<file path="config.mk">
export PLATFORM = sky130hd
export DESIGN_NAME = irs_sequencer
export DESIGN_NICKNAME = d
export VERILOG_FILES = /design/src/rtl/irs_pkg.sv /design/src/rtl/irs_cnt_if.sv /design/src/rtl/irs_sequencer.sv /design/src/rtl/irs_step_counter.sv
export SDC_FILE = /design/constraint.sdc
export NUM_CORES = 1
export LEC_CHECK = 0
export BUFFER_PORTS_ARGS = -buffer_cell sky130_fd_sc_hd__buf_2
export CORE_MARGIN = 2
export CORE_UTILIZATION = 45
export DETAILED_ROUTE_END_ITERATION = 10
export MAX_ROUTING_LAYER = met4
export PLACE_DENSITY = 0.71
export SLEW_MARGIN = 20
export SYNTH_ARGS = -nofsm -noshare
export SYNTH_HDL_FRONTEND = slang
export SYNTH_HIERARCHICAL = 1
export SYNTH_SLANG_ARGS = --single-unit
</file>
<file path="constraint.sdc">
create_clock -name SYS_CLK -period 4.2 [get_ports SYS_CLK]
set_input_delay 0.42 -clock SYS_CLK [delete_from_list [all_inputs] [get_ports SYS_CLK]]
set_output_delay 0.42 -clock SYS_CLK [all_outputs]
set_load 0.05 [all_outputs]
</file>
<file path="src/rtl/irs_pkg.sv">
`default_nettype none
package irs_pkg;
	localparam int unsigned CLK_MHZ          = 100;
	localparam logic [3:0] PRIO_EXT_STATES   = 4'h2;
	localparam logic [3:0] PRIO_INT_STATES   = 4'h1;
	localparam logic [4:0] WAIT_ONCHIP_MIN   = 5'h01;
	localparam logic [4:0] WAIT_ONCHIP_MAX   = 5'h0D;
	localparam logic [4:0] WAIT_EXT_MIN      = 5'h05;
	localparam logic [4:0] WAIT_EXT_MAX      = 5'h11;
	localparam logic [3:0] SAVE_ONCHIP       = 4'h4;
	localparam logic [3:0] SAVE_EXT          = 4'hC;
	localparam logic [3:0] VEC_ONCHIP        = 4'h2;
	localparam logic [3:0] VEC_EXT           = 4'h6;
	localparam logic [3:0] FETCH_ONCHIP      = 4'h4;
	localparam logic [3:0] FETCH_EXT         = 4'hC;
	localparam logic [3:0] INTERNAL_STATES   = 4'h4;
	localparam logic [15:0] SP_STEP          = 16'h0002;
	localparam int unsigned IMASK_BIT        = 7;
	localparam logic [15:0] VEC_INDEX_SCALE  = 16'h0002;
	typedef enum logic [2:0] {
		IRS_IDLE, IRS_PRIO, IRS_WAIT, IRS_SAVE, IRS_VEC, IRS_FETCH,
		IRS_INTERNAL
	} irs_state_t;
endpackage
`default_nettype wire

</file>
<file path="src/rtl/irs_cnt_if.sv">
`timescale 1ns/100ps
`default_nettype none
interface irs_cnt_if;
	logic       load;
	logic [3:0] load_val;
	logic       stall;
	logic       done;
	modport ctl (output load, output load_val, output stall, input done);
	modport cnt (input load, input load_val, input stall, output done);
endinterface
`default_nettype wire

</file>
<file path="src/rtl/irs_sequencer.sv">
// Overview of operation
// - Priority decision lasts two states for external requests, one for internal.
// - Context save waits for the current instruction to end, 1-13 or 5-17 states.
// - Block-move and peripheral transfer instructions may exceed that wait.
// - Save 4/12, vector 2/6, fetch 4/12, internal 4 states, on-chip/external.
// - External wait states lengthen each external save, vector and fetch step.
// - The pushed return address is the pending prefetch address.
// - Code already fetched and the following prefetch are discarded.
// - Vector address is driven, handler address read, first instruction fetched.
// - On-chip accesses move one 16-bit word, one access per stack or vector word.
// - Return address is pushed first, flags second, stack pointer minus two each.
// - Acceptance sets the interrupt mask flag; the non-maskable request stays open.
`timescale 1ns/100ps
`default_nettype none
module irs_sequencer (
	input  wire logic                 SYS_CLK,
	input  wire logic                 SYS_RST,
	input  wire logic                 IRQ_REQ,
	input  wire logic                 IRQ_EXTERNAL,
	input  wire logic                 IRQ_NMI,
	input  wire logic [7:0]           IRQ_VECTOR,
	input  wire logic                 FLAG_MASK,
	input  wire logic                 EXT_MEM,
	input  wire logic                 MEM_WAIT,
	input  wire logic                 INSN_DONE,
	input  wire logic [15:0]          PREFETCH_ADDR,
	input  wire logic [15:0]          STACK_PTR,
	input  wire logic [7:0]           FLAGS_REGISTER,
	input  wire logic [15:0]          READ_DATA,
	output logic                      ACCEPT,
	output logic                      DISCARD_PREFETCH,
	output logic [15:0]               ADDR,
	output logic [15:0]               WRITE_DATA,
	output logic                      READ_EN,
	output logic                      WRITE_EN,
	output logic [15:0]               NEW_SP,
	output logic [7:0]                NEW_FLAGS,
	output logic [15:0]               HANDLER_PC,
	output logic                      HANDLER_START,
	output logic [7:0]                LATENCY
);
	import irs_pkg::*;

	// ********************************************
	// Step lengths
	// ********************************************
	function automatic logic [3:0] step_len(input irs_state_t s,
		input logic ext);
		case (s)
			IRS_SAVE:  step_len = ext ? SAVE_EXT : SAVE_ONCHIP;
			IRS_VEC:   step_len = ext ? VEC_EXT : VEC_ONCHIP;
			IRS_FETCH: step_len = ext ? FETCH_EXT : FETCH_ONCHIP;
			default:   step_len = INTERNAL_STATES;
		endcase
	endfunction

	irs_cnt_if cif ();
	irs_step_counter u_cnt (
		.SYS_CLK (SYS_CLK),
		.SYS_RST (SYS_RST),
		.cif     (cif.cnt)
	);

	irs_state_t  state, next_state;
	logic        ext, next_ext;
	logic [15:0] sp, next_sp;
	logic [15:0] ret_pc, next_ret_pc;
	logic [7:0]  flags, next_flags;
	logic [7:0]  vec, next_vec;
	logic [15:0] hpc, next_hpc;
	logic [7:0]  lat, next_lat;
	logic [7:0]  lat_out, next_lat_out;
	logic        start, next_start;
	logic        word_idx, next_word_idx;
	logic        accepting;

	// Masked requests are ignored; the non-maskable one always passes
	assign accepting = IRQ_REQ && (IRQ_NMI || !FLAG_MASK);

	// ********************************************
	// Sequencer
	// ********************************************
	always_comb begin
		next_state    = state;
		next_ext      = ext;
		next_sp       = sp;
		next_ret_pc   = ret_pc;
		next_flags    = flags;
		next_vec      = vec;
		next_hpc      = hpc;
		next_lat      = (state == IRS_IDLE) ? 8'h00 : lat + 8'h01;
		next_lat_out  = lat_out;
		next_start    = 1'b0;
		next_word_idx = word_idx;
		cif.load      = 1'b0;
		cif.load_val  = 4'h0;
		cif.stall     = 1'b0;
		case (state)
			IRS_IDLE: begin
				if (accepting) begin
					next_state   = IRS_PRIO;
					next_vec     = IRQ_VECTOR;
					cif.load     = 1'b1;
					cif.load_val = IRQ_EXTERNAL ? PRIO_EXT_STATES
						: PRIO_INT_STATES;
				end
			end
			IRS_PRIO: if (cif.done) next_state = IRS_WAIT;
			IRS_WAIT: begin
				// Wait has no timer: long block transfers simply hold here
				if (INSN_DONE) begin
					next_state    = IRS_SAVE;
					next_ext      = EXT_MEM;
					next_ret_pc   = PREFETCH_ADDR;
					next_sp       = STACK_PTR;
					next_flags    = FLAGS_REGISTER;
					next_word_idx = 1'b0;
					cif.load      = 1'b1;
					cif.load_val  = step_len(IRS_SAVE, EXT_MEM);
				end
			end
			IRS_SAVE, IRS_VEC, IRS_FETCH, IRS_INTERNAL: begin
				cif.stall = ext && MEM_WAIT && state != IRS_INTERNAL;
				if (state == IRS_SAVE && !cif.stall && !word_idx &&
					cif.done == 1'b0) begin
					next_word_idx = 1'b1;
				end
				if (state == IRS_VEC && READ_EN && !cif.stall) begin
					next_hpc = READ_DATA;
				end
				if (cif.done) begin
					case (state)
						IRS_SAVE: begin
							next_state = IRS_VEC;
							next_sp    = sp - SP_STEP - SP_STEP;
							next_flags = flags | (8'h01 << IMASK_BIT);
						end
						IRS_VEC:   next_state = IRS_FETCH;
						IRS_FETCH: next_state = IRS_INTERNAL;
						default: begin
							next_state   = IRS_IDLE;
							next_start   = 1'b1;
							next_lat_out = lat + 8'h01;
						end
					endcase
					if (state != IRS_INTERNAL) begin
						cif.load     = 1'b1;
						cif.load_val = step_len(
							state == IRS_SAVE ? IRS_VEC :
							state == IRS_VEC ? IRS_FETCH : IRS_INTERNAL, ext);
					end
				end
			end
			default: next_state = IRS_IDLE;
		endcase
	end

	always_ff @(posedge SYS_CLK or posedge SYS_RST) begin
		if (SYS_RST) begin
			state    <= IRS_IDLE;
			ext      <= 1'b0;
			sp       <= 16'h0000;
			ret_pc   <= 16'h0000;
			flags    <= 8'h00;
			vec      <= 8'h00;
			hpc      <= 16'h0000;
			lat      <= 8'h00;
			lat_out  <= 8'h00;
			start    <= 1'b0;
			word_idx <= 1'b0;
		end else begin
			state    <= next_state;
			ext      <= next_ext;
			sp       <= next_sp;
			ret_pc   <= next_ret_pc;
			flags    <= next_flags;
			vec      <= next_vec;
			hpc      <= next_hpc;
			lat      <= next_lat;
			lat_out  <= next_lat_out;
			start    <= next_start;
			word_idx <= next_word_idx;
		end
	end

	// ********************************************
	// Bus drive
	// ********************************************
	// One word per access: PC word at SP-2, then flags word at SP-4
	always_comb begin
		ADDR       = 16'h0000;
		WRITE_DATA = 16'h0000;
		READ_EN    = 1'b0;
		WRITE_EN   = 1'b0;
		case (state)
			IRS_SAVE: begin
				WRITE_EN = 1'b1;
				if (!word_idx) begin
					ADDR       = sp - SP_STEP;
					WRITE_DATA = ret_pc;
				end else begin
					ADDR       = sp - SP_STEP - SP_STEP;
					WRITE_DATA = {flags, flags};
				end
			end
			IRS_VEC: begin
				READ_EN = 1'b1;
				ADDR    = {8'h00, vec} * VEC_INDEX_SCALE;
			end
			IRS_FETCH: begin
				READ_EN = 1'b1;
				ADDR    = hpc;
			end
			default: ;
		endcase
	end

	assign ACCEPT           = state == IRS_PRIO;
	assign DISCARD_PREFETCH = state == IRS_SAVE;
	assign NEW_SP           = sp;
	assign NEW_FLAGS        = flags;
	assign HANDLER_PC       = hpc;
	assign HANDLER_START    = start;
	assign LATENCY          = lat_out;
endmodule
`default_nettype wire

</file>
<file path="src/rtl/irs_step_counter.sv">
`timescale 1ns/100ps
`default_nettype none
module irs_step_counter (
	input  wire logic SYS_CLK,
	input  wire logic SYS_RST,
	irs_cnt_if.cnt    cif
);
	logic [3:0] count;
	logic [3:0] next_count;

	// Stall holds the count so external wait states lengthen the step
	always_comb begin
		next_count = count;
		if (cif.load) begin
			next_count = cif.load_val;
		end else if (!cif.stall && count != 4'h0) begin
			next_count = count - 4'h1;
		end
	end

	always_ff @(posedge SYS_CLK or posedge SYS_RST) begin
		if (SYS_RST) begin
			count <= 4'h0;
		end else begin
			count <= next_count;
		end
	end

	// Done must not look at load: the step logic raises load from done
	assign cif.done = !cif.stall && count == 4'h1;
endmodule
`default_nettype wire

</file>
==> results of run 1 <==
-- report_power, final --
part / internal, mW / switching, mW / leakage (nW)
combinational: 0.900 / 2.18 / 1.84
sequential: 1.22 / 0.404 / 1.13
clock: 0.433 / 0.349 / 0.139
-- state kept, by name, indices dropped and copies added (netlist names) --
signal         count
vec                8
HANDLER_START      1
ext                1
HANDLER_PC        16
NEW_SP            16
NEW_FLAGS          8
state              3
word_idx           1
ret_pc            16
lat                8
u_cnt/count        4
LATENCY            8
-- layout make-up --
type	instances	area (sq um)
clock inverter	4	26.3
fill	1047	4960
tap	143	179
clock buffer	12	256
multi-input combinational	438	2680
timing repair buffer	165	848
antenna	1	2.50
inverter	16	62.6
sequential	90	2250
-- final timing paths --
check / start / end / slack [ns]
max: NEW_SP[1] / ADDR[13] / 0.39
min: PREFETCH_ADDR[1] / ret_pc[1] / 0.26
max reg2reg: state[1] / NEW_SP[1] / 0.89
min reg2reg: LATENCY[6] / LATENCY[6] / 0.47
max in group asynchronous: SYS_RST / NEW_FLAGS[5] / 2.55
min in group asynchronous: SYS_RST / u_cnt/count[1] / 0.55
-- layer usage --
metal | share of wire (%) | track usage [%]
met2 | 50 | 41.6
met4 | 1.8 | 8.58
met3 | 6.6 | 6.34
met1 | 41 | 28.8
met5 | 0 | -
-- through the flow --
| step | setup WS (ns) | util (%) | hold WS, ns | power (mW) | instances |
|---|---|---|---|---|---|
| 2_1_floorplan | 0.299 | - | 0.186 | 3.95 | 580 |
| 3_3_place_gp | 0.877 | 53.4 | 0.347 | 4.63 | 851 |
| 3_5_place_dp | 0.801 | 53.4 | 0.353 | 4.71 | 851 |
| 4_1_cts | 0.389 | 56.0 | 0.243 | 5.51 | 868 |
| 5_1_grt | 0.160 | 56.0 | 0.252 | 5.81 | 869 |
| 6_report | 0.387 | 56.0 | 0.255 | 5.48 | 869 |
-- worst max-delay path: stages (launching register included) --
cell and delay [ns]:
dfrtp_1 0.55, inv_1 0.12, ha_1 0.32, or3b_2 0.48, o31ai_2 0.26, o31a_2 0.23, and4_1 0.37, nand3_1 0.14
xnor2_1 0.16, o21ai_1 0.13, buf_2 0.28
-- cell families after synthesis --
family / count (synthesis) / synth area share (%)
AO/OA/AOI/OAI: 113 / 13.7
XOR/XNOR: 41 / 6.97
flip-flops: 90 / 43.7
buffers and inverters: 52 / 4.20
AND/OR/NAND/NOR: 247 / 23.4
multiplexers: 32 / 6.80
adder cells (fa/ha/maj): 5 / 1.21
-- cells in the final DEF (no fill, tap or decap), types with 3 or more instances in the layout --
master,Yosys,final
buf_2,2,157
nand2_1,136,136
dfrtp_1,90,90
a21oi_1,40,40
nor2_1,29,28
xnor2_1,26,26
mux2_2,24,24
o21ai_0,20,20
nand2b_1,18,18
xor2_1,15,15
inv_1,15,14
nand3_1,13,13
o21ai_1,12,12
o22ai_1,12,12
nor3_1,10,10
clkbuf_16,0,9
mux2i_1,8,8
buf_4,3,7
nor2b_1,6,6
a22oi_1,6,6
ha_1,5,5
and2_1,4,4
or3_1,3,3
nand4_1,3,3
o211ai_1,3,3
a22o_1,3,3
==> reports/metrics.cfg, run 1 <==
[status]
status = finished clean

[logic_synthesis]
synthDistinctLibCells = 63
synth_largest_area_cell = dfrtp_1
ys_ff_latch = 90
synthArstFlopShare_pct = 100
yosysTopAreaCellShare_pct = 43.7
synth.most_common_cell = nand2_1
ys.flop_type = dfrtp_1
ys_seq_area_share_pct = 43.7
synth_edf_count = 0
synth_area_leaders = dfrtp_1 (44%), nand2_1 (9.9%), mux2_2 (5.2%), xnor2_1 (4.4%), a21oi_1 (3.9%)
synthesis.nets = 658
syn_avg_cell_area_sq_um = 8.88
syn_area_sq_mm = 0.00515
synthCells = 580
yosysWarnings = 6
synth_common_cells = nand2_1 (136), dfrtp_1 (90), a21oi_1 (40)

[timing]
clock_skew_ns = 0.00876
tns_ns = 0
layout_min_cycle_time_ns = 3.81
tightestPinTransition_ns = 1.08
fmax_mhz = 262
fin_crit_sh_pct = 90.8
rsz0062_at_grt = false
setup_viol = 0
relSlewSlack_pct = 27.9
slew_violations = 0
hold_viol = 0

[critical_path]
cp-end-kind = output pin
path_class = reg -> out
worstPathRequired_ns = 3.78
r2r_cells = 11
worstPathArrival_ns = 3.39
critPathMaxFanout = 12
startpoint_type = flip-flop

[die]
die_h_um = 111
boundaryPins = 158
die_w_um = 111
dieArea_sq_mm = 0.0123
core_region_area_sq_mm = 0.0113
num_rows = 39
initial_core_util_pct = 45.7

[drt]
ant_nets = 0
firstDrtPassIters = 4
first_iter_violations = 266
routedWlPerCell_um = 16.7
wirelength_um = 14500
vias = 4733
via_per_inst = 5.45
drcViolationCount = 0

[layout]
final_area_sq_mm = 0.00631
area_growth_pct = 22.5
nets = 798
drive_gt1_share_pct = 30.8

[grt]
grt_start_max_net_pins = 60
grt_use_total_pct = 24.7
first_global_vias = 4774
grt_pass1_wl_um = 23600
grt-ovfl-total = 0
antenna_found_initial = 1

[placed_design]
place_congestion = 0.901
placed_cell_area_sq_mm = 0.00601
dp_hpwl_um = 10600
io_buffers = 157

[power]
power.density_mw_per_mm2 = 868
max-vdd-ir-drop_uv = 476
p_leak_nw = 3.10

[flow_run]
cap_violations = 0

[clock_network]
htreeDepth = 3
cts-root-buf = clkbuf_16
clkLatencyLatePin_ns = 0.35
cts_num_sinks = 90
cts_setup_buffers = 0
cts_resized = 0
ctsLongestPathBuffers = 2
clk_pin_slew_ns = 0.07
cts_tree = yes
cts_buffers = 9
postCtsHoldBufs = 1

[worst_hold_path]
hold_path.class = in -> reg
whs_path_depth = 3

(Power assumes the default switching activity.)
==> inputs of run 2 (changes only) <==
Settings changed: CAP_MARGIN set to 20, MAX_ROUTING_LAYER met4 to not set.
==> run 2 against run 1 <==
Fmax is 0.76% lower. Design area is 0.42% higher. Sequential cell count did not move. Via count grew 0.15%. Sequential share of layout area fell by 0.15 points. Critical path type unchanged. Critical endpoint unchanged.
==> reports/metrics.cfg, run 2 (synthesis gave the netlist of run 1 again) <==
[layout]
nets = 798
final_cell_mix = buf_2 (157), nand2_1 (136), dfrtp_1 (90), a21oi_1 (40), nor2_1 (28)
diodes = 0
drive_gt1_share_pct = 30.5
final_common_cell = buf_2
fin_util_pct = 56.2
area_growth_pct = 23.1
fill_cells = 1046
layout.cells.non_filler = 868

[clock_network]
cts_num_sinks = 90
cts_tree = yes
cts_resized = 0
cts_buffers = 9
htreeDepth = 3
ctsLongestPathBuffers = 2
cts-root-buf = clkbuf_16
clkLatencyLatePin_ns = 0.35
clk_pin_slew_ns = 0.07
cts_setup_buffers = 0

[critical_path]
path_delay_family = simple AND/OR/NAND/NOR gates
critPathMaxFanout = 12
crit_chain = inv_1, ha_1, or3b_2, o31ai_2, o31a_2, and4_1, nand3_1, xnor2_1, o21ai_1, buf_2
worstPathArrival_ns = 3.42
r2r_setup_slack_ns = 0.97
worstPathRequired_ns = 3.78
startpoint_type = flip-flop
cp_slowest_stage_delay_ns = 0.56
worst-path-buf-inv = 2
cp-end-kind = output pin
reg2reg_from = state[1]
crit_start = NEW_SP[1]
timing.critical_path.slowest_stage_cell = dfrtp_1
path_class = reg -> out

[timing]
setup_viol = 0
clock_skew_ns = 0.00787
slew_violations = 0
fin_crit_sh_pct = 91.5
hold_viol = 0
relSlewSlack_pct = 32.8
setup_slack_ns = 0.358
fmax_mhz = 260
layout_min_cycle_time_ns = 3.84
tightestPinTransition_ns = 1.00
rsz0062_at_grt = false
tns_ns = 0

[placed_design]
dp_worst_setup_slack_ns = 0.734
dp_hpwl_um = 10400
io_buffers = 157
dp.cells = 851
place_congestion = 0.878

[grt]
first_global_vias = 4727
antenna_found_initial = 0
grt_start_max_net_pins = 53
grt_pass1_wl_um = 23100
grt_use_total_pct = 23.3
grt-ovfl-total = 0

[die]
initial_core_util_pct = 45.7
core_region_area_sq_mm = 0.0113
dieArea_sq_mm = 0.0123
boundaryPins = 158
die_h_um = 111
die_w_um = 111
num_rows = 39

[worst_hold_path]
hold_path.class = in -> reg
min-delay-start = PREFETCH_ADDR[4]

[drt]
via_per_inst = 5.46
routed.top_layer = met4
first_iter_violations = 289
route.met2.wl_um = 6760
ant_nets = 0
firstDrtPassIters = 5
vias = 4740
drcViolationCount = 0
wirelength_um = 14100
routedWlPerCell_um = 16.2
met1Wirelength_um = 5730
wl_met3_um = 1140

[status]
status = finished clean

[flow_run]
cap_violations = 0

[power]
power.density_mw_per_mm2 = 875
max-vdd-ir-drop_uv = 593
p_leak_nw = 3.11

## run 2: final timing paths
path                                   to  cells after the start
setup / recovery                 ADDR[13]                     10
hold / removal                  ret_pc[4]                      3
setup reg to reg                NEW_SP[1]                     11
hold reg to reg                LATENCY[7]                      2
max in group asynchronous       ret_pc[9]                      4
min in group asynchronous  u_cnt/count[0]                      3
## run 2: per-layer routing
metal | vias up | GRT usage, %
li1 | 2260 | -
met1 | 2253 | 27.9
met2 | 193 | 38.3
met3 | 34 | 8.37
met4 | 0 | 9.25
met5 | - | 0
## run 2: timing repair
action / 4_1_cts / 5_1_grt
setup endpoints to repair: 0 / 0
hold buffers: 1 / 0
hold endpoints to repair: 4 / 0
## run 2: power by group
part	total, mW	internal, mW	leakage (nW)	switching (mW)
clock network	0.864	0.523	0.147	0.341
registers	1.62	1.22	1.13	0.397
logic	3.07	0.899	1.84	2.17
total	5.55	2.64	3.11	2.91
## run 2: worst reg2reg max path, delay by kind of cell (launching register included)
family / cells / cell delay, ns
compound gates: 3 / 0.47
simple gates: 4 / 1.22
buf+inv: 4 / 0.89
flops: 1 / 0.54
## run 2: per-stage QoR
stage          cell area [sq um]  power [mW]  hold slack, ns
4_1_cts                     6340        5.57           0.249
5_1_grt                     6340        5.89           0.259
2_1_floorplan               5150        3.95           0.186
3_3_place_gp                6010        4.62           0.344
6_report                    6340        5.55           0.261
3_5_place_dp                6010        4.68           0.346
## run 2: cell type report
type                            count  area (sq um)  share of cell area [%]
Clock buffer                       12           236                    3.73
Multi-Input combinational cell    438          2680                    42.3
Sequential cell                    90          2250                    35.5
Timing Repair Buffer              165           848                    13.4
Tap cell                          143           179                    2.82
Clock inverter                      4          76.3                    1.20
Inverter                           16          61.3                   0.967
